### src/include/htc_pkg.sv
// Purpose: shared constants and types of the hopping transmit control
// Assumes: 50 MHz system clock, apb slave with 32-bit data
// Notes: te unit is the shortest elementary pulse, other te are multiples
package htc_pkg;
   localparam int CLK_HZ = 50_000_000;
   localparam int TE_UNIT_US = 100;
   localparam int TE_UNIT_CYC = TE_UNIT_US * (CLK_HZ / 1_000_000);
   localparam int CARRIER_HZ = 40_000;
   localparam int CARR_PER_UNIT = 2 * CARRIER_HZ * TE_UNIT_US / 1_000_000;

   // register byte offsets
   localparam logic [7:0] OFS_CFG = 8'h00;
   localparam logic [7:0] OFS_ID_LO = 8'h04;
   localparam logic [7:0] OFS_ID_HI = 8'h08;
   localparam logic [7:0] OFS_CNT_A = 8'h0C;
   localparam logic [7:0] OFS_CNT_B = 8'h10;
   localparam logic [7:0] OFS_SV0 = 8'h14;
   localparam logic [7:0] OFS_SV1 = 8'h18;
   localparam logic [7:0] OFS_KEY = 8'h1C;
   localparam logic [7:0] OFS_CTRL = 8'h20;
   localparam logic [7:0] OFS_STAT = 8'h24;

   // configuration word fields
   localparam int CFG_SKIP = 0;
   localparam int CFG_RATE = 1;
   localparam int CFG_FMT = 2;
   localparam int CFG_SV_EN = 4;
   localparam int CFG_LATE = 5;
   localparam int CFG_CUT = 6;
   localparam int CFG_DUAL = 7;
   localparam int CFG_USRA = 8;
   localparam int CFG_USRB = 10;
   localparam int CFG_WIDE = 12;
   localparam int CFG_TMP = 13;
   localparam int CFG_MOD = 14;
   localparam int CFG_WRAP = 15;
   localparam logic [15:0] CFG_RST = 16'h0000;

   // status fields
   localparam int ST_BUSY = 0;
   localparam int ST_TOUT = 1;
   localparam int ST_LATE = 2;
   localparam int ST_SVDIS = 3;
   localparam int ST_WORDS = 16;

   // frame layout
   localparam int WORD_W = 99;
   localparam logic [6:0] HOP_LEN = 7'd67;
   localparam logic [6:0] SV_LEN = 7'd99;
   localparam int ENC_W = 32;
   localparam int SVD_W = 64;
   localparam logic [6:0] PRE_TE = 7'd23;
   localparam logic [6:0] HDR_TE = 7'd10;
   localparam logic [6:0] GUARD_TE = 7'd39;
   localparam logic [6:0] GUARD_TE_EXT = 7'd78;

   // word counts
   localparam logic [9:0] DELAY_WORDS_SLOW = 10'd28;
   localparam logic [9:0] DELAY_WORDS_FAST = 10'd56;
   localparam logic [9:0] CUT_WORDS_SLOW = 10'd256;
   localparam logic [9:0] CUT_WORDS_FAST = 10'd512;
   localparam logic [9:0] MIN_WORDS = 10'd2;

   // button patterns and counter split points
   localparam logic [3:0] BTN_SV_NOW = 4'h9;
   localparam logic [3:0] BTN_SV_LATE = 4'h3;
   localparam logic [3:0] BTN_SPLIT_RF = 4'h8;
   localparam logic [3:0] BTN_SPLIT_IR = 4'hC;

   // start-value lockout table
   localparam logic [15:0] LIM_V128 = 16'h0000;
   localparam logic [15:0] LIM_V64 = 16'h0060;
   localparam logic [15:0] LIM_V32 = 16'h0050;
   localparam logic [15:0] LIM_V16 = 16'h0048;
   localparam logic [7:0] LIM_N128 = 8'd128;
   localparam logic [7:0] LIM_N64 = 8'd64;
   localparam logic [7:0] LIM_N32 = 8'd32;
   localparam logic [7:0] LIM_N16 = 8'd16;

   typedef enum logic [1:0] {ST_IDLE, ST_SEND, ST_CUT} htc_state_e;
   typedef enum logic [2:0] {PH_IDLE, PH_PRE, PH_HDR, PH_DATA, PH_GRD}
      htc_phase_e;
endpackage : htc_pkg

### src/hw/htc_te_gen.sv
// Purpose: elementary pulse tick and infrared carrier generator
// Assumes: clr restarts the pulse grid at a word start
// Notes: carrier derives from the te unit, so the bit rate multiplier leaves it unchanged
`timescale 1ns/1ps
module htc_te_gen
   import htc_pkg::*;
#(
   parameter int UNIT_CYC = TE_UNIT_CYC
)
(
   input wire logic clk_i,
   input wire logic sys_rst_i,
   input wire logic ce_i,
   input wire logic clr_i,
   input wire logic [2:0] mult_i,
   output logic tick_o,
   output logic carrier_o
);
   localparam int HALF = UNIT_CYC / CARR_PER_UNIT;
   localparam int CW = $clog2(UNIT_CYC);

   if (UNIT_CYC < 2 * CARR_PER_UNIT)
   begin : g_chk
      $error("te unit too short for carrier");
   end

   typedef struct packed {
      logic [CW-1:0] cyc;
      logic [2:0] units;
      logic [CW-1:0] ccyc;
      logic carr;
      logic tick;
   } te_s;

   te_s r;
   te_s n;

   always_comb
   begin
      n = r;
      n.tick = 1'b0;
      if (clr_i)
      begin
         n = '0;
      end
      else
      begin
         if (r.cyc == CW'(UNIT_CYC - 1))
         begin
            n.cyc = '0;
            if (r.units + 3'd1 >= mult_i)
            begin
               n.units = '0;
               n.tick = 1'b1;
            end
            else
            begin
               n.units = r.units + 3'd1;
            end
         end
         else
         begin
            n.cyc = r.cyc + CW'(1);
         end
         if (r.ccyc == CW'(HALF - 1))
         begin
            n.ccyc = '0;
            n.carr = ~r.carr;
         end
         else
         begin
            n.ccyc = r.ccyc + CW'(1);
         end
      end
   end

   always_ff @(posedge clk_i or posedge sys_rst_i)
   begin
      if (sys_rst_i)
         r <= '0;
      else if (ce_i)
         r <= n;
   end

   assign tick_o = r.tick;
   assign carrier_o = r.carr;
endmodule : htc_te_gen

### src/hw/htc_serializer.sv
// Purpose: sends preamble, header, data bits lsb first and guard time
// Assumes: one te_i pulse per elementary pulse
// Notes: a data bit is three te: high, inverted data, low
`timescale 1ns/1ps
module htc_serializer
   import htc_pkg::*;
#(
   parameter int W = WORD_W
)
(
   input wire logic clk_i,
   input wire logic sys_rst_i,
   input wire logic ce_i,
   input wire logic load_i,
   input wire logic [W-1:0] data_i,
   input wire logic [6:0] len_i,
   input wire logic [6:0] guard_i,
   input wire logic te_i,
   output logic line_o,
   output logic data_ph_o,
   output logic done_o
);
   if (W > 127)
   begin : g_chk
      $error("word too wide for bit counter");
   end

   typedef struct packed {
      htc_phase_e ph;
      logic [6:0] cnt;
      logic [1:0] sub;
      logic [W-1:0] sh;
      logic [6:0] len;
      logic [6:0] guard;
      logic line;
      logic done;
   } ser_s;

   ser_s r;
   ser_s n;

   always_comb
   begin
      n = r;
      n.done = 1'b0;
      if (load_i)
      begin
         n.ph = PH_PRE;
         n.cnt = '0;
         n.sub = '0;
         n.sh = data_i;
         n.len = len_i;
         n.guard = guard_i;
      end
      else if (te_i)
      begin
         unique case (r.ph)
            PH_IDLE:
            begin
            end
            PH_PRE:
            begin
               n.cnt = r.cnt + 7'd1;
               if (n.cnt == PRE_TE)
               begin
                  n.ph = PH_HDR;
                  n.cnt = '0;
               end
            end
            PH_HDR:
            begin
               n.cnt = r.cnt + 7'd1;
               if (n.cnt == HDR_TE)
               begin
                  n.ph = PH_DATA;
                  n.cnt = '0;
               end
            end
            PH_DATA:
            begin
               n.sub = r.sub + 2'd1;
               if (r.sub == 2'd2)
               begin
                  n.sub = '0;
                  n.sh = r.sh >> 1;
                  n.cnt = r.cnt + 7'd1;
                  if (n.cnt == r.len)
                  begin
                     n.ph = PH_GRD;
                     n.cnt = '0;
                  end
               end
            end
            PH_GRD:
            begin
               n.cnt = r.cnt + 7'd1;
               if (n.cnt == r.guard)
               begin
                  n.ph = PH_IDLE;
                  n.done = 1'b1;
               end
            end
         endcase
      end
      unique case (n.ph)
         PH_PRE: n.line = ~n.cnt[0];
         PH_DATA: n.line = (n.sub == 2'd0) | ((n.sub == 2'd1) & ~n.sh[0]);
         default: n.line = 1'b0;
      endcase
   end

   always_ff @(posedge clk_i or posedge sys_rst_i)
   begin
      if (sys_rst_i)
         r <= '{ph: PH_IDLE, default: '0};
      else if (ce_i)
         r <= n;
   end

   assign line_o = r.line;
   assign data_ph_o = (r.ph == PH_DATA);
   assign done_o = r.done;
endmodule : htc_serializer

### src/hw/htc_top.sv
// Purpose: hopping code transmit control with apb configuration
// Assumes: buttons synchronous to clk_i, cipher stands outside
// Notes: encrypted part is plaintext xor key register as a stand-in
//
// The register offsets and the APB slave port were chosen for this implementation.
`timescale 1ns/1ps
// Function
// - start value off; dual counters need it off
// - start value replaces encrypted hopping part
// - 1001 now, 0011 after delay point
// - temporary option locks start value out
// - lockout count follows initial counter value
// - delayed words invert discrimination low nibble
// - delay point 28 or 56 words
// - cutoff forces output low, indicator off
// - after cutoff wait for all buttons low
// - cutoff after 256 or 512 words
// - dual: codes 8 to 15 secondary
// - single mode: primary counter always
// - infrared: 12 to 15 secondary, carrier
// - preamble, header, 67 bits (99 for a start value word), guard
// - encrypted input field assembly
// - fixed part with optional wide identity
// - finish word, at least two words
// - wake on press, sleep after release
// - new button aborts and restarts word
// - blank every second word when enabled
// - advance counter after each transmission
// - rate select sets bit rate
// - narrow identity carries buttons on top
module htc_top
   import htc_pkg::*;
#(
   parameter int ADDR_W = 8,
   parameter int TE_UNIT = TE_UNIT_CYC
)
(
   input wire logic clk_i,
   input wire logic sys_rst_i,
   input wire logic ce_i,
   input wire logic psel_i,
   input wire logic penable_i,
   input wire logic pwrite_i,
   input wire logic [ADDR_W-1:0] paddr_i,
   input wire logic [31:0] pwdata_i,
   output logic [31:0] prdata_o,
   output logic pready_o,
   output logic pslverr_o,
   input wire logic [3:0] button_i,
   input wire logic low_battery_i,
   output logic serial_o,
   output logic indicator_output_n_o
);
   if (ADDR_W < 8)
   begin : g_chk
      $error("address too narrow for register map");
   end

   typedef struct packed {
      logic [15:0] cfg;
      logic [15:0] id_lo;
      logic [15:0] id_hi;
      logic [15:0] cnt_a;
      logic [15:0] cnt_b;
      logic [15:0] sv0;
      logic [15:0] sv1;
      logic [31:0] key;
      logic ir;
      htc_state_e st;
      logic [3:0] btn;
      logic [9:0] words;
      logic late;
      logic use_b;
      logic sent_hop;
      logic [7:0] hop_cnt;
      logic [7:0] lim;
      logic sv_dis;
      logic tout;
      logic load;
      logic [WORD_W-1:0] word;
      logic [6:0] len;
      logic [6:0] guard;
      logic serial;
      logic ind_n;
      logic pready;
      logic pslverr;
      logic [31:0] prdata;
   } top_s;

   top_s r;
   top_s n;

   logic te_tick;
   logic carrier;
   logic ser_line;
   logic ser_data;
   logic ser_done;

   function automatic logic [7:0] hop_limit(input logic [15:0] v);
      unique case (v)
         LIM_V64: hop_limit = LIM_N64;
         LIM_V32: hop_limit = LIM_N32;
         LIM_V16: hop_limit = LIM_N16;
         default: hop_limit = LIM_N128;
      endcase
   endfunction : hop_limit

   function automatic logic [1:0] crc2(input logic [WORD_W-1:0] d,
                                       input logic [6:0] nbits);
      logic c0;
      logic c1;
      logic t;
      c0 = 1'b0;
      c1 = 1'b0;
      for (int i = 0; i < WORD_W; i++)
      begin
         if (i < int'(nbits))
         begin
            t = c0 ^ d[i];
            c0 = t ^ c1;
            c1 = t;
         end
      end
      crc2 = {c1, c0};
   endfunction : crc2

   function automatic logic [2:0] te_mult(input logic [15:0] c);
      if (!c[CFG_MOD] && c[CFG_FMT])
         te_mult = c[CFG_RATE] ? 3'd1 : 3'd2;
      else
         te_mult = c[CFG_RATE] ? 3'd2 : 3'd4;
   endfunction : te_mult

   logic acc;
   logic hit;
   logic start_word;
   logic adv;
   logic dual_eff;
   logic late_pt;
   logic sv_req;
   logic blank;
   logic [3:0] b;
   logic [15:0] cnt;
   logic [31:0] plain;
   logic [31:0] idf;
   logic [15:0] id_top;
   logic [WORD_W-1:0] w;
   logic [31:0] rd;

   always_comb
   begin
      n = r;
      n.load = 1'b0;
      start_word = 1'b0;
      adv = 1'b0;
      b = '0;
      cnt = '0;
      plain = '0;
      idf = '0;
      id_top = '0;
      w = '0;
      late_pt = 1'b0;
      sv_req = 1'b0;
      // dual counters only without start value
      dual_eff = r.cfg[CFG_DUAL] & ~r.cfg[CFG_SV_EN];

      unique case (r.st)
         ST_IDLE:
         begin
            if (button_i != 4'h0)
            begin
               n.st = ST_SEND;
               start_word = 1'b1;
            end
         end
         ST_SEND:
         begin
            if (button_i != 4'h0 && button_i != r.btn)
            begin
               adv = 1'b1;
               start_word = 1'b1;
            end
            else if (ser_done)
            begin
               if (r.words != 10'h3FF)
                  n.words = r.words + 10'd1;
               if (r.cfg[CFG_CUT] && n.words ==
                   (r.cfg[CFG_RATE] ? CUT_WORDS_FAST : CUT_WORDS_SLOW))
               begin
                  n.st = ST_CUT;
                  n.tout = 1'b1;
                  adv = 1'b1;
               end
               else if (button_i == 4'h0 && n.words >= MIN_WORDS)
               begin
                  n.st = ST_IDLE;
                  adv = 1'b1;
               end
               else
               begin
                  start_word = 1'b1;
               end
            end
         end
         ST_CUT:
         begin
            // leave cutoff on all buttons low
            if (button_i == 4'h0)
            begin
               n.st = ST_IDLE;
               n.tout = 1'b0;
            end
         end
         default:
         begin
            n.st = ST_IDLE;
         end
      endcase

      // advance the counter once per transmission
      if (adv)
      begin
         if (r.use_b)
            n.cnt_b = r.cnt_b + 16'd1;
         else
            n.cnt_a = r.cnt_a + 16'd1;
         if ((r.use_b ? r.cnt_b : r.cnt_a) == 16'hFFFF)
            n.cfg[CFG_WRAP] = 1'b0;
         if (r.sent_hop && r.hop_cnt != 8'hFF)
            n.hop_cnt = r.hop_cnt + 8'd1;
         n.sent_hop = 1'b0;
      end

      if (r.cfg[CFG_TMP] && r.hop_cnt >= r.lim)
         n.sv_dis = 1'b1;

      if (start_word)
      begin
         if (r.st == ST_IDLE || (button_i != 4'h0 && button_i != r.btn))
         begin
            n.btn = button_i;
            n.words = '0;
            n.late = 1'b0;
         end
         b = n.btn;
         late_pt = n.words >= (r.cfg[CFG_RATE] ? DELAY_WORDS_FAST :
                               DELAY_WORDS_SLOW);
         n.late = n.late | (r.cfg[CFG_LATE] & late_pt);
         sv_req = r.cfg[CFG_SV_EN] & ~n.sv_dis &
                  ((b == BTN_SV_NOW) | ((b == BTN_SV_LATE) & late_pt));
         n.use_b = dual_eff & (b >= (r.ir ? BTN_SPLIT_IR : BTN_SPLIT_RF));
         cnt = n.use_b ? n.cnt_b : n.cnt_a;
         // buttons on top of narrow identity
         id_top = r.cfg[CFG_WIDE] ? r.id_hi : {b, r.id_hi[11:0]};
         idf = {id_top, r.id_lo};
         plain[15:0] = cnt;
         plain[23:16] = {r.id_lo[7:4], r.id_lo[3:0] ^ {4{n.late}}};
         plain[25:24] = n.use_b ? r.cfg[CFG_USRB+:2] : r.cfg[CFG_USRA+:2];
         plain[26] = r.cfg[CFG_WRAP];
         plain[27] = dual_eff;
         plain[31:28] = b;
         if (sv_req)
         begin
            w[SVD_W-1:0] = {id_top, n.cnt_b, r.sv1, r.sv0};
            w[SVD_W+:32] = idf;
            w[SVD_W+32] = low_battery_i;
            w[SVD_W+33+:2] = crc2(w, SV_LEN - 7'd2);
            n.len = SV_LEN;
         end
         else
         begin
            w[ENC_W-1:0] = plain ^ r.key;
            w[ENC_W+:32] = idf;
            w[ENC_W+32] = low_battery_i;
            w[ENC_W+33+:2] = crc2(w, HOP_LEN - 7'd2);
            n.len = HOP_LEN;
            n.sent_hop = 1'b1;
         end
         n.word = w;
         n.guard = r.cfg[CFG_MOD] ? GUARD_TE_EXT : GUARD_TE;
         n.load = 1'b1;
      end

      // apb slave, one wait state
      acc = psel_i & penable_i;
      hit = 1'b1;
      rd = '0;
      unique case (paddr_i[7:0])
         OFS_CFG: rd = {16'h0000, r.cfg};
         OFS_ID_LO: rd = {16'h0000, r.id_lo};
         OFS_ID_HI: rd = {16'h0000, r.id_hi};
         OFS_CNT_A: rd = {16'h0000, r.cnt_a};
         OFS_CNT_B: rd = {16'h0000, r.cnt_b};
         OFS_SV0: rd = {16'h0000, r.sv0};
         OFS_SV1: rd = {16'h0000, r.sv1};
         OFS_KEY: rd = r.key;
         OFS_CTRL: rd = {31'h0, r.ir};
         OFS_STAT:
         begin
            rd[ST_BUSY] = (r.st == ST_SEND);
            rd[ST_TOUT] = r.tout;
            rd[ST_LATE] = r.late;
            rd[ST_SVDIS] = r.sv_dis;
            rd[ST_WORDS+:10] = r.words;
         end
         default: hit = 1'b0;
      endcase
      if (paddr_i[ADDR_W-1:0] != ADDR_W'(paddr_i[7:0]))
         hit = 1'b0;
      n.pready = acc & ~r.pready;
      n.pslverr = acc & ~r.pready & ~hit;
      n.prdata = (acc & ~r.pready & hit & ~pwrite_i) ? rd : 32'h0;
      if (acc & r.pready & pwrite_i & hit)
      begin
         unique case (paddr_i[7:0])
            OFS_CFG: n.cfg = pwdata_i[15:0];
            OFS_ID_LO: n.id_lo = pwdata_i[15:0];
            OFS_ID_HI: n.id_hi = pwdata_i[15:0];
            OFS_CNT_A, OFS_CNT_B:
            begin
               if (paddr_i[7:0] == OFS_CNT_A)
                  n.cnt_a = pwdata_i[15:0];
               else
                  n.cnt_b = pwdata_i[15:0];
               n.lim = hop_limit(pwdata_i[15:0]);
               n.hop_cnt = '0;
            end
            OFS_SV0: n.sv0 = pwdata_i[15:0];
            OFS_SV1: n.sv1 = pwdata_i[15:0];
            OFS_KEY: n.key = pwdata_i;
            OFS_CTRL: n.ir = pwdata_i[0];
            default:
            begin
            end
         endcase
      end
      if (adv && (r.use_b ? r.cnt_b : r.cnt_a) == 16'hFFFF)
         n.cfg[CFG_WRAP] = 1'b0;

      blank = r.cfg[CFG_SKIP] & r.words[0];
      // cutoff drives serial low, indicator off
      n.serial = (r.st == ST_SEND) & ~blank & ser_line &
                 (~r.ir | carrier);
      n.ind_n = ~((r.st == ST_SEND) & ser_data & ~blank);
   end

   always_ff @(posedge clk_i or posedge sys_rst_i)
   begin
      if (sys_rst_i)
         r <= '{cfg: CFG_RST, st: ST_IDLE, lim: LIM_N128, ind_n: 1'b1,
                default: '0};
      else if (ce_i)
         r <= n;
   end

   htc_te_gen #(
      .UNIT_CYC(TE_UNIT)
   ) u_te (
      .clk_i(clk_i),
      .sys_rst_i(sys_rst_i),
      .ce_i(ce_i),
      .clr_i(r.load),
      .mult_i(te_mult(r.cfg)),
      .tick_o(te_tick),
      .carrier_o(carrier)
   );

   htc_serializer #(
      .W(WORD_W)
   ) u_ser (
      .clk_i(clk_i),
      .sys_rst_i(sys_rst_i),
      .ce_i(ce_i),
      .load_i(r.load),
      .data_i(r.word),
      .len_i(r.len),
      .guard_i(r.guard),
      .te_i(te_tick),
      .line_o(ser_line),
      .data_ph_o(ser_data),
      .done_o(ser_done)
   );

   assign prdata_o = r.prdata;
   assign pready_o = r.pready;
   assign pslverr_o = r.pslverr;
   assign serial_o = r.serial;
   assign indicator_output_n_o = r.ind_n;
endmodule : htc_top

### config.mk
export PLATFORM = sky130hd
export DESIGN_NAME = htc_top
export DESIGN_NICKNAME = d
export VERILOG_FILES = /design/src/include/htc_pkg.sv /design/src/hw/htc_te_gen.sv /design/src/hw/htc_serializer.sv /design/src/hw/htc_top.sv
export SDC_FILE = /design/constraint.sdc
export NUM_CORES = 1
export LEC_CHECK = 0
export BUFFER_PORTS_ARGS = -buffer_cell sky130_fd_sc_hd__buf_2
export CAP_MARGIN = 20
export CELL_PAD_IN_SITES_DETAIL_PLACEMENT = 2
export CELL_PAD_IN_SITES_GLOBAL_PLACEMENT = 2
export CORE_MARGIN = 8
export CORE_UTILIZATION = 37
export CTS_CLUSTER_SIZE = 24
export DETAILED_ROUTE_END_ITERATION = 6
export PLACE_DENSITY = 0.76
export RECOVER_POWER = 100
export SYNTH_ARGS = -nofsm -noshare
export SYNTH_HDL_FRONTEND = slang
export SYNTH_SLANG_ARGS = --single-unit
### constraint.sdc
create_clock -name clk_i -period 14.38 [get_ports clk_i]
set_clock_uncertainty 0.05 [all_clocks]
set_input_delay 0.719 -clock clk_i [delete_from_list [all_inputs] [get_ports clk_i]]
set_output_delay 0.719 -clock clk_i [all_outputs]
set_load 0.03 [all_outputs]
Word-level counts from Yosys, hierarchy flattened --
Index checks and enable logic that the tools add are counted.
Word-level totals: bits in registers 490, input port bits 51, output and inout bits 36, word-level logic and storage cells 1233
Cells by class: $add $sub $neg 9, order comparisons 5, equality and inequality tests 42, mux-type cells 736, bitwise gates (word level) 358, reduce and logical (&&, ||, !) cells 39
Operators by type and width (count):
- 2-to-1 mux 1 bit | 664
- 2-to-1 mux 111 bit | 3
- bitwise XOR 1 bit | 320
- 2-to-1 mux 16 bit | 14
- 2-to-1 mux 32 bit | 5
- 2-to-1 mux 145 bit | 1
- 2-to-1 mux 114 bit | 1
- 2-to-1 mux 10 bit | 11
- 2-to-1 mux 101 bit | 1
- one-hot mux 12 bit (8 select lines) | 1
- 2-to-1 mux 67 bit | 1
- equality test 16 x 7 -> 1 bit (second input constant) | 3
- one-hot mux 10 bit (4 select lines) | 1
- one-hot mux 4 bit (10 select lines) | 1
- 2-to-1 mux 13 bit | 3
- adder 16 x 1 -> 16 bit (second input constant) | 2
- equality test 8 x 5 -> 1 bit (second input constant) | 4
- bitwise XOR 32 bit | 1
- 2-to-1 mux 31 bit | 1
- 2-to-1 mux 15 bit | 2
- adder 13 x 1 -> 13 bit (second input constant) | 2
- one-hot mux 8 bit (3 select lines) | 1
- AND reduction 3 bit | 8
- bitwise AND 1 bit | 21
- 60 further kinds | 117

Logic depth before layout (Yosys ltp) --
Gate-level depths: netlist of run 1.
depth after elaboration 403, mapped depth 22, mapped depth without buffers 19

Hierarchy --
A second synthesis of run 1 with hierarchy kept.
Second synthesis, totals: cells, all modules 2609, area total of the unflattened synthesis 25789.7 µm²
By module, submodules not included:
- htc_top | times used 1, cells an instance 1819, area each 17723.2 µm², sequential area each 7960.1 µm²
- htc_serializer | times used 1, cells an instance 614, area each 6408.6 µm², sequential area each 3178.0 µm²
- htc_te_gen | times used 1, cells an instance 176, area each 1657.8 µm², sequential area each 775.7 µm²

Worst setup path before layout of run 1 --
Ideal clock, no wire load.
path type input -> register, start point input port button_i[2], end point register r[115] (netlist name), setup time 76 ps, data arrival time 4871 ps, required time 14254 ps, slack 9383 ps, cell stages on the path 16, buffers on the path 1, path through xor2_1 -> o41ai_2 -> o21a_1 -> mux2i_1 -> ha_1 -> nand3_1 -> a2111oi_2 -> buf_4 -> mux2i_1 -> xnor2_2 -> xnor3_1 -> xnor2_1 -> xnor3_1 -> xnor2_2 -> xnor3_1 -> o21ai_1
Between the ends: word-level cells in the longest chain between the ends 267, elaborated cells on any way between the ends 421
Ends and longest elaborated chain:
- start: declaration | RTL line htc_top.sv:49 | input wire logic [3:0] button_i,
- branches (longest 267 deep; another with >= comparator 4 bit)
- end signal: assignment | RTL line htc_top.sv:350 | r <= '{cfg: CFG_RST, st: ST_IDLE, lim: LIM_N128, ind_n: 1'b1,
- end signal: assignment | RTL line htc_top.sv:353 | r <= n;
- end: declaration | RTL line htc_top.sv:90 | top_s r;
Several ways; the timed one is not identified. The select of a mux whose other input is x is not followed. A chain may end at the register's enable or synchronous reset.

Worst setup path in the final report of run 1 --
start point input port ce_i, end point register r[119] (netlist name)
Between the ends: word-level cells in the longest chain between the ends 1
Ends and longest elaborated chain:
- start: declaration | RTL line htc_top.sv:40 | input wire logic ce_i,
- AND reduction 2 bit (no source line)
Every way passes these cells.

==> results of run 1 <==
## sequential cells by signal, summed over array words and instances (netlist names)
register and flops:
u_te.tick_o 1, serial_o 1, u_te.carrier_o 1, u_ser.done_o 1, r 282, pslverr_o 1, u_ser.r 115, prdata_o 32
u_te.r 29, pready_o 1, u_ser.line_o 1, indicator_output_n_o 1
## worst max-delay path, cell delays in order
cell        delay, ps
clkbuf_1          110
clkinvlp_2       3280
nor2_1           1430
nand2_1          1650
clkbuf_1          760
buf_16            370
nand2_1           140
o21ai_0           120
## stage by stage
step           power (mW)  cell area, um2
6_report             3.49           27500
5_1_grt              3.61           27500
4_1_cts              3.52           27600
3_5_place_dp         2.02           25700
3_3_place_gp         1.99           25700
2_1_floorplan        1.82           24700
## routing by layer
layer	share of wire, %	routed length, um	track usage [%]	vias to the layer above
met5	0.013	13	0	-
met4	5.3	5130	12.2	2
met3	4.6	4420	3.76	213
met2	48	46600	42.9	537
met1	42	40500	32.0	11100
li1	-	-	-	8988
## area by class of cell
cell class / instances / area, um2
multi-input cells: 1850 / 12100
clock buffers: 83 / 1660
clock inverters: 16 / 233
well taps: 873 / 1090
flip-flops and latches: 466 / 11700
repair buffers: 121 / 647
fillers: 7139 / 39200
inverters: 40 / 153
diodes: 1 / 2.50
## cells in the mapped netlist (all sizes together) (3+ instances only)
| master | number |
|---|---|
| o41ai | 4 |
| nor2b | 12 |
| nand2b | 13 |
| a21oi | 93 |
| or4 | 6 |
| o2111ai | 7 |
| nand2 | 380 |
| nor4 | 8 |
| and4 | 6 |
| a22o | 24 |
| o21a | 4 |
| a31oi | 12 |
| a222oi | 3 |
| xor2 | 70 |
| clkbuf | 144 |
| o31ai | 17 |
| mux2i | 46 |
| dfrtp | 464 |
| a22oi | 168 |
| and2 | 11 |
| mux2 | 120 |
| a221oi | 4 |
| o211ai | 8 |
| nand3b | 7 |
| nand4 | 31 |
| ha | 24 |
| o21ai | 283 |
| nor4b | 3 |
| buf | 58 |
| a211oi | 8 |
| or2 | 4 |
| o21bai | 6 |
| nor2 | 134 |
| xnor2 | 148 |
| nand3 | 47 |
| or3 | 4 |
| xnor3 | 6 |
| o22ai | 19 |
| inv | 39 |
| a21o | 12 |
| nand4b | 3 |
| nor3 | 26 |
| and3 | 26 |
| o2bb2ai | 21 |
## logic make-up (layout without fill, tap and decap cells)
kind of cell | after synthesis | count (layout) | share of synthesized area [%]
AND/OR/NAND/NOR | 727 | 727 | 13.2
AO/OA/AOI/OAI | 709 | 709 | 18.3
flip-flops | 466 | 466 | 47.1
buffers and inverters | 242 | 260 | 4.36
XOR/XNOR | 224 | 224 | 8.35
multiplexers | 166 | 166 | 7.39
adder cells (fa/ha/maj) | 24 | 24 | 1.21
other | 0 | 1 | 0
## how the worst max path moves through the flow
stage	start	to	slack, ps	cells past startpoint
6_report	ce_i	r[119]$_DFFE_PP0P_	5980	8
5_1_grt	ce_i	r[75]$_DFFE_PP0P_	5150	8
4_1_cts	r[183]$_DFFE_PP0P_	r[115]$_DFFE_PP0P_	8500	16
3_5_place_dp	button_i[2]	r[115]$_DFFE_PP0P_	8100	17
3_3_place_gp	button_i[2]	r[115]$_DFFE_PP0P_	8320	17
2_1_floorplan	sys_rst_i	prdata_o[0]$_DFFE_PP0P_	620	1
## where the power goes
group	switching (mW)	total [mW]	internal, mW	leakage (nW)
Combinational	0.329	0.530	0.201	4.64
Sequential	0.0992	1.48	1.38	6.33
Clock	0.587	1.49	0.900	0.937
Total	1.01	3.49	2.48	11.9
==> metrics.csv, run 1 <==
stage,metric,value,unit
synthesis,cell area after synthesis,0.0247,mm2
timing,Worst Tran Pin Value,5420,ps
pwr,power density over cell area,127,mW/mm2
hold_path,worst hold start,pwdata_i[29],
clock_tree,"CTS clk-pin slew, worst paths",60,ps
grt,Total GRT Usage,25.4,%
detailed_routing,via/cell ratio,6.03,
clock_tree,"Clk Latency, worst-skew pair",630,ps
synthesis,"Distinct cells, synth",83,
synthesis,Synth Net Count,2633,
floorplanning,Chip Height,275,um
floorplanning,I/O pin total,87,
clock_tree,TritonCTS clock tree,done,
synthesis,Yosys reg bits,466,
worst_setup_path,worst reg2reg path depth,15,
timing,Setup TNS Final,0,ps
clock_tree,post_cts resized,0,
layout,"Area growth, synth to finish",11.2,%
detailed_routing,DRC viols,0,
clock_tree,"Hold-fix buffers, CTS",0,
hold_path,path category of the worst min-delay check,in -> reg,
layout,"leading cell type in the layout, fill and taps excluded",dfrtp_1,
clock_tree,Root Buffer,clkbuf_16,
layout,Nets,2609,
timing,Hold Fails Final Rpt,0,
synthesis,asr flop ratio synth,100,%
synthesis,Area contributors post-synth,"dfrtp_1, nand2_1, o21ai_0",
placement,Post-DP HPWL,65800,um
layout,final core utilization,41.3,%
synthesis,number of synthesized flops with an enable pin,0,
synthesis,sequential area share after synthesis,47.1,%
clock_tree,total CTS buffers,55,
grt,largest net degree at the start of global routing,164,
pwr,static leakage,11.9,nW
layout,Non-Filler Instances,3450,
placement,pre-CTS setup slack,8100,ps
grt,global route total overflow,0,
grt,initial antenna violation count,1,
pwr,maximum vdd drop,0.118,mV
clock_tree,CTS Sinks,466,
detailed_routing,Detailed Route WL,96700,um
placement,routability cong.,0.908,
timing,final setup vio count,0,
worst_setup_path,Critical Path AT,8800,ps
hold_path,hold path endpoint,r[217]$_DFFE_PP0P_,
floorplanning,core area,0.0667,mm2
timing,Pins Over Slew Limit,852,
timing,worst setup margin,5980,ps
timing,Tcrit/Tclk final,58.4,%
layout,most frequent cells in the layout,"dfrtp_1, nand2_1, o21ai_0",
hold_path,Cells on Worst Hold Path,2,
detailed_routing,via count,20800,
clock_tree,H-Tree Depth,2,
outcome,status,"finished, violations left",
worst_setup_path,Worst Setup End Kind,flip-flop,
clock_tree,Bufs on Longest Clock Path,3,
timing,fmax,119,MHz
worst_setup_path,flop-to-flop setup slack,7660,ps
grt,vias in the first global route,22900,
layout,layout cell share with drive strength beyond 1,12.1,%
detailed_routing,DRT antenna net count,0,
synthesis,Synth Instances,2558,
synthesis,Syn. warnings,0,
timing,worst hold margin,282,ps
floorplanning,Std-Cell Rows,95,
synthesis,post-synth top area cell,dfrtp_1,
worst_setup_path,launch point of the worst reg-to-reg path,r[171]$_DFFE_PP0P_,
synthesis,share of the synthesized area in the top cell type,46.9,%
worst_setup_path,crit-path max FO,124,
worst_setup_path,RR Endpoint,r[115]$_DFFE_PP0P_,
detailed_routing,Pre-Repair DR Iteration Count,6,
timing,Slew HR,-263,%
timing,Final Critical Period,8400,ps
clock_tree,Post-CTS Repair Setup Buffers,0,
detailed_routing,DR WL/cell,28.0,um
outcome,failing checks,"max-capacitance violations, max-slew violations",
floorplanning,Die ar.,0.0754,mm2
run,max-cap violations,15,
placement,Placed Cells,3344,
floorplanning,Die Wd,275,um
placement,count of input and output buffers,86,
worst_setup_path,Setup CP Type,in -> reg,
worst_setup_path,startpoint types,input pin,
floorplanning,Initial Utilization,37.1,%
timing,unrepaired setup endpoints after global routing,false,
synthesis,"Top FF cell, synth",dfrtp_1,
worst_setup_path,WP data required,14780,ps
synthesis,average size of a mapped cell,9.67,um2
grt,first-pass GRT wire length,147000,um
detailed_routing,Iter 0 DRT Violations,1379,
Note: power is estimated with default switching activity, not from simulation.
==> run 2, diff against run 1 <==
clock period = 6.9 ns   (was 14.38 ns; I/O delays follow)
==> metrics.csv, run 2 (same netlist as run 1, synthesis figures left out) <==
stage,metric,value,unit
run,max-cap violations,13,
grt,largest net degree at the start of global routing,167,
placement,routability cong.,0.897,
placement,Post-DP HPWL,66500,um
layout,fillers,7119,
timing,Slew HR,-157,%
floorplanning,core area,0.0667,mm2
worst_setup_path,startpoint types,flip-flop,
detailed_routing,DRT antenna net count,0,
hold_path,path category of the worst min-delay check,in -> reg,
detailed_routing,DRC viols,0,
worst_setup_path,Setup CP Type,reg -> reg,
worst_setup_path,worst setup path startpoint,r[171]$_DFFE_PP0P_,
worst_setup_path,Worst Setup End Kind,flip-flop,
layout,layout cell share with drive strength beyond 1,12.1,%
timing,Hold Fails Final Rpt,0,
layout,"Area growth, synth to finish",11.4,%
grt,first-pass GRT wire length,146000,um
floorplanning,I/O pin total,87,
layout,antenna cells,0,
worst_setup_path,worst reg2reg path depth,13,
placement,count of input and output buffers,86,
timing,worst setup margin,763,ps
pwr,static leakage,11.9,nW
detailed_routing,DR WL/cell,27.5,um
timing,worst hold margin,53.3,ps
clock_tree,TritonCTS clock tree,done,
layout,post-route design area,0.0276,mm2
grt,global route total overflow,0,
placement,pre-CTS setup slack,1180,ps
worst_setup_path,crit-path cells,ha_1 -> and4_1 -> o21ai_2 -> a2111oi_0 -> o21ai_0 -> o32ai_4 -> nor2_1 -> nor3_1 -> mux2i_1 -> xnor2_1 -> xnor2_1 -> xnor2_1 -> o31ai_1,
layout,area occupied by multi-input gates,0.0120,mm2
worst_setup_path,crit-path max FO,11,
clock_tree,"Clk Latency, worst-skew pair",610,ps
worst_setup_path,cell repeated most along the worst path,xnor2_1,
clock_tree,post_cts resized,0,
clock_tree,"Hold-fix buffers, CTS",17,
grt,Total GRT Usage,25.1,%
layout,Nets,2636,
timing,Worst Tran Pin Value,3860,ps
layout,"leading cell type in the layout, fill and taps excluded",dfrtp_1,
detailed_routing,via/cell ratio,5.97,
hold_path,Cells on Worst Hold Path,3,
floorplanning,Initial Utilization,37.1,%
floorplanning,Std-Cell Rows,95,
clock_tree,Bufs on Longest Clock Path,3,
worst_setup_path,Critical Path AT,6580,ps
clock_tree,H-Tree Depth,2,
detailed_routing,Pre-Repair DR Iteration Count,5,
clock_tree,Post-CTS Repair Setup Buffers,0,
detailed_routing,Top Metal Used,met5,
layout,max reg flops,282,
layout,Non-Filler Instances,3475,
grt,vias in the first global route,22700,
pwr,power density over cell area,255,mW/mm2
floorplanning,Chip Height,275,um
worst_setup_path,CP top delay family,compound AO/OA/AOI/OAI gates,
layout,final core utilization,41.3,%
detailed_routing,wire length on met1,40800,um
worst_setup_path,Bufs and invs on worst path,0,
hold_path,worst hold start,pwdata_i[7],
timing,Pins Over Slew Limit,552,
pwr,Tot Pwr,7.01,mW
outcome,status,"finished, violations left",
layout,most frequent cells in the layout,"dfrtp_1, nand2_1, o21ai_0",
timing,fmax,163,MHz
detailed_routing,via count,20700,
timing,Tcrit/Tclk final,88.9,%
detailed_routing,Detailed Route WL,95400,um
placement,dpl cell area,0.0258,mm2
layout,FF+latch area,0.0117,mm2
timing,Final Critical Period,6140,ps
clock_tree,"CTS clk-pin slew, worst paths",60,ps
worst_setup_path,WP data required,7340,ps
detailed_routing,met2 routed wirelength,45500,um
floorplanning,Die ar.,0.0754,mm2
clock_tree,Root Buffer,clkbuf_16,
worst_setup_path,CP max stage cell,nor3_1,
clock_tree,total CTS buffers,55,
timing,unrepaired setup endpoints after global routing,false,
outcome,failing checks,"max-capacitance violations, max-slew violations",
detailed_routing,met3 wire length,4220,um
worst_setup_path,launch point of the worst reg-to-reg path,r[171]$_DFFE_PP0P_,
worst_setup_path,peak per-stage delay on the critical path,860,ps
layout,register with the most flip-flops,r,
pwr,maximum vdd drop,0.204,mV
floorplanning,Die Wd,275,um
grt,initial antenna violation count,1,
clock_tree,CTS Sinks,466,
timing,Setup TNS Final,0,ps
detailed_routing,Iter 0 DRT Violations,1601,
placement,Placed Cells,3356,
worst_setup_path,WP depth,13,
timing,final setup vio count,0,
run 2: cell types whose count changed in the layout (fill, tap and decap cells not counted), moves of 5 or more:
cell and change:
clkbuf_8 -7, dlygate4sd3_1 +17, bufinv_16 -5, clkinv_2 +7
buf_4 +11
run 2: area by class of cell:
cell class | count | share of cell area, %
clock inverters | 20 | 0.486
well taps | 873 | 3.96
inverters | 40 | 0.568
clock buffers | 78 | 5.72
flip-flops and latches | 466 | 42.3
repair buffers | 148 | 3.24
multi-input cells | 1850 | 43.7
run 2: path summary, 6_finish.rpt:
path,endpoint,slack [ps]
max in group asynchronous,r[275]$_DFFE_PP0P_,2060
min reg2reg,r[107]$_DFFE_PP0P_,430
min in group asynchronous,u_te.carrier_o$_DFFE_PP0P_,680
min,r[323]$_DFFE_PP0P_,50
max,r[148]$_DFFE_PP0P_,760
max reg2reg,r[148]$_DFFE_PP0P_,760
run 2: routing by layer:
| metal | vias to the layer above | global-route usage, % |
|---|---|---|
| met5 | - | 0 |
| met4 | 2 | 11.9 |
| met3 | 208 | 3.58 |
| met2 | 531 | 41.5 |
| met1 | 10900 | 32.2 |
| li1 | 9050 | - |
run 2: worst register-to-register path: cells and delay by family (launching register included):
family,cells,cell delay (ps)
compound gates,5,2060
fa+ha+maj,1,430
simple gates,3,1640
mux,1,330
xor+xnor,3,980
flops,1,520
run 2: power breakdown:
group / switching [mW] / leakage (nW) / internal [mW]
sequential: 0.196 / 6.33 / 2.87
combinational: 0.698 / 4.75 / 0.427
clock: 1.21 / 0.850 / 1.61
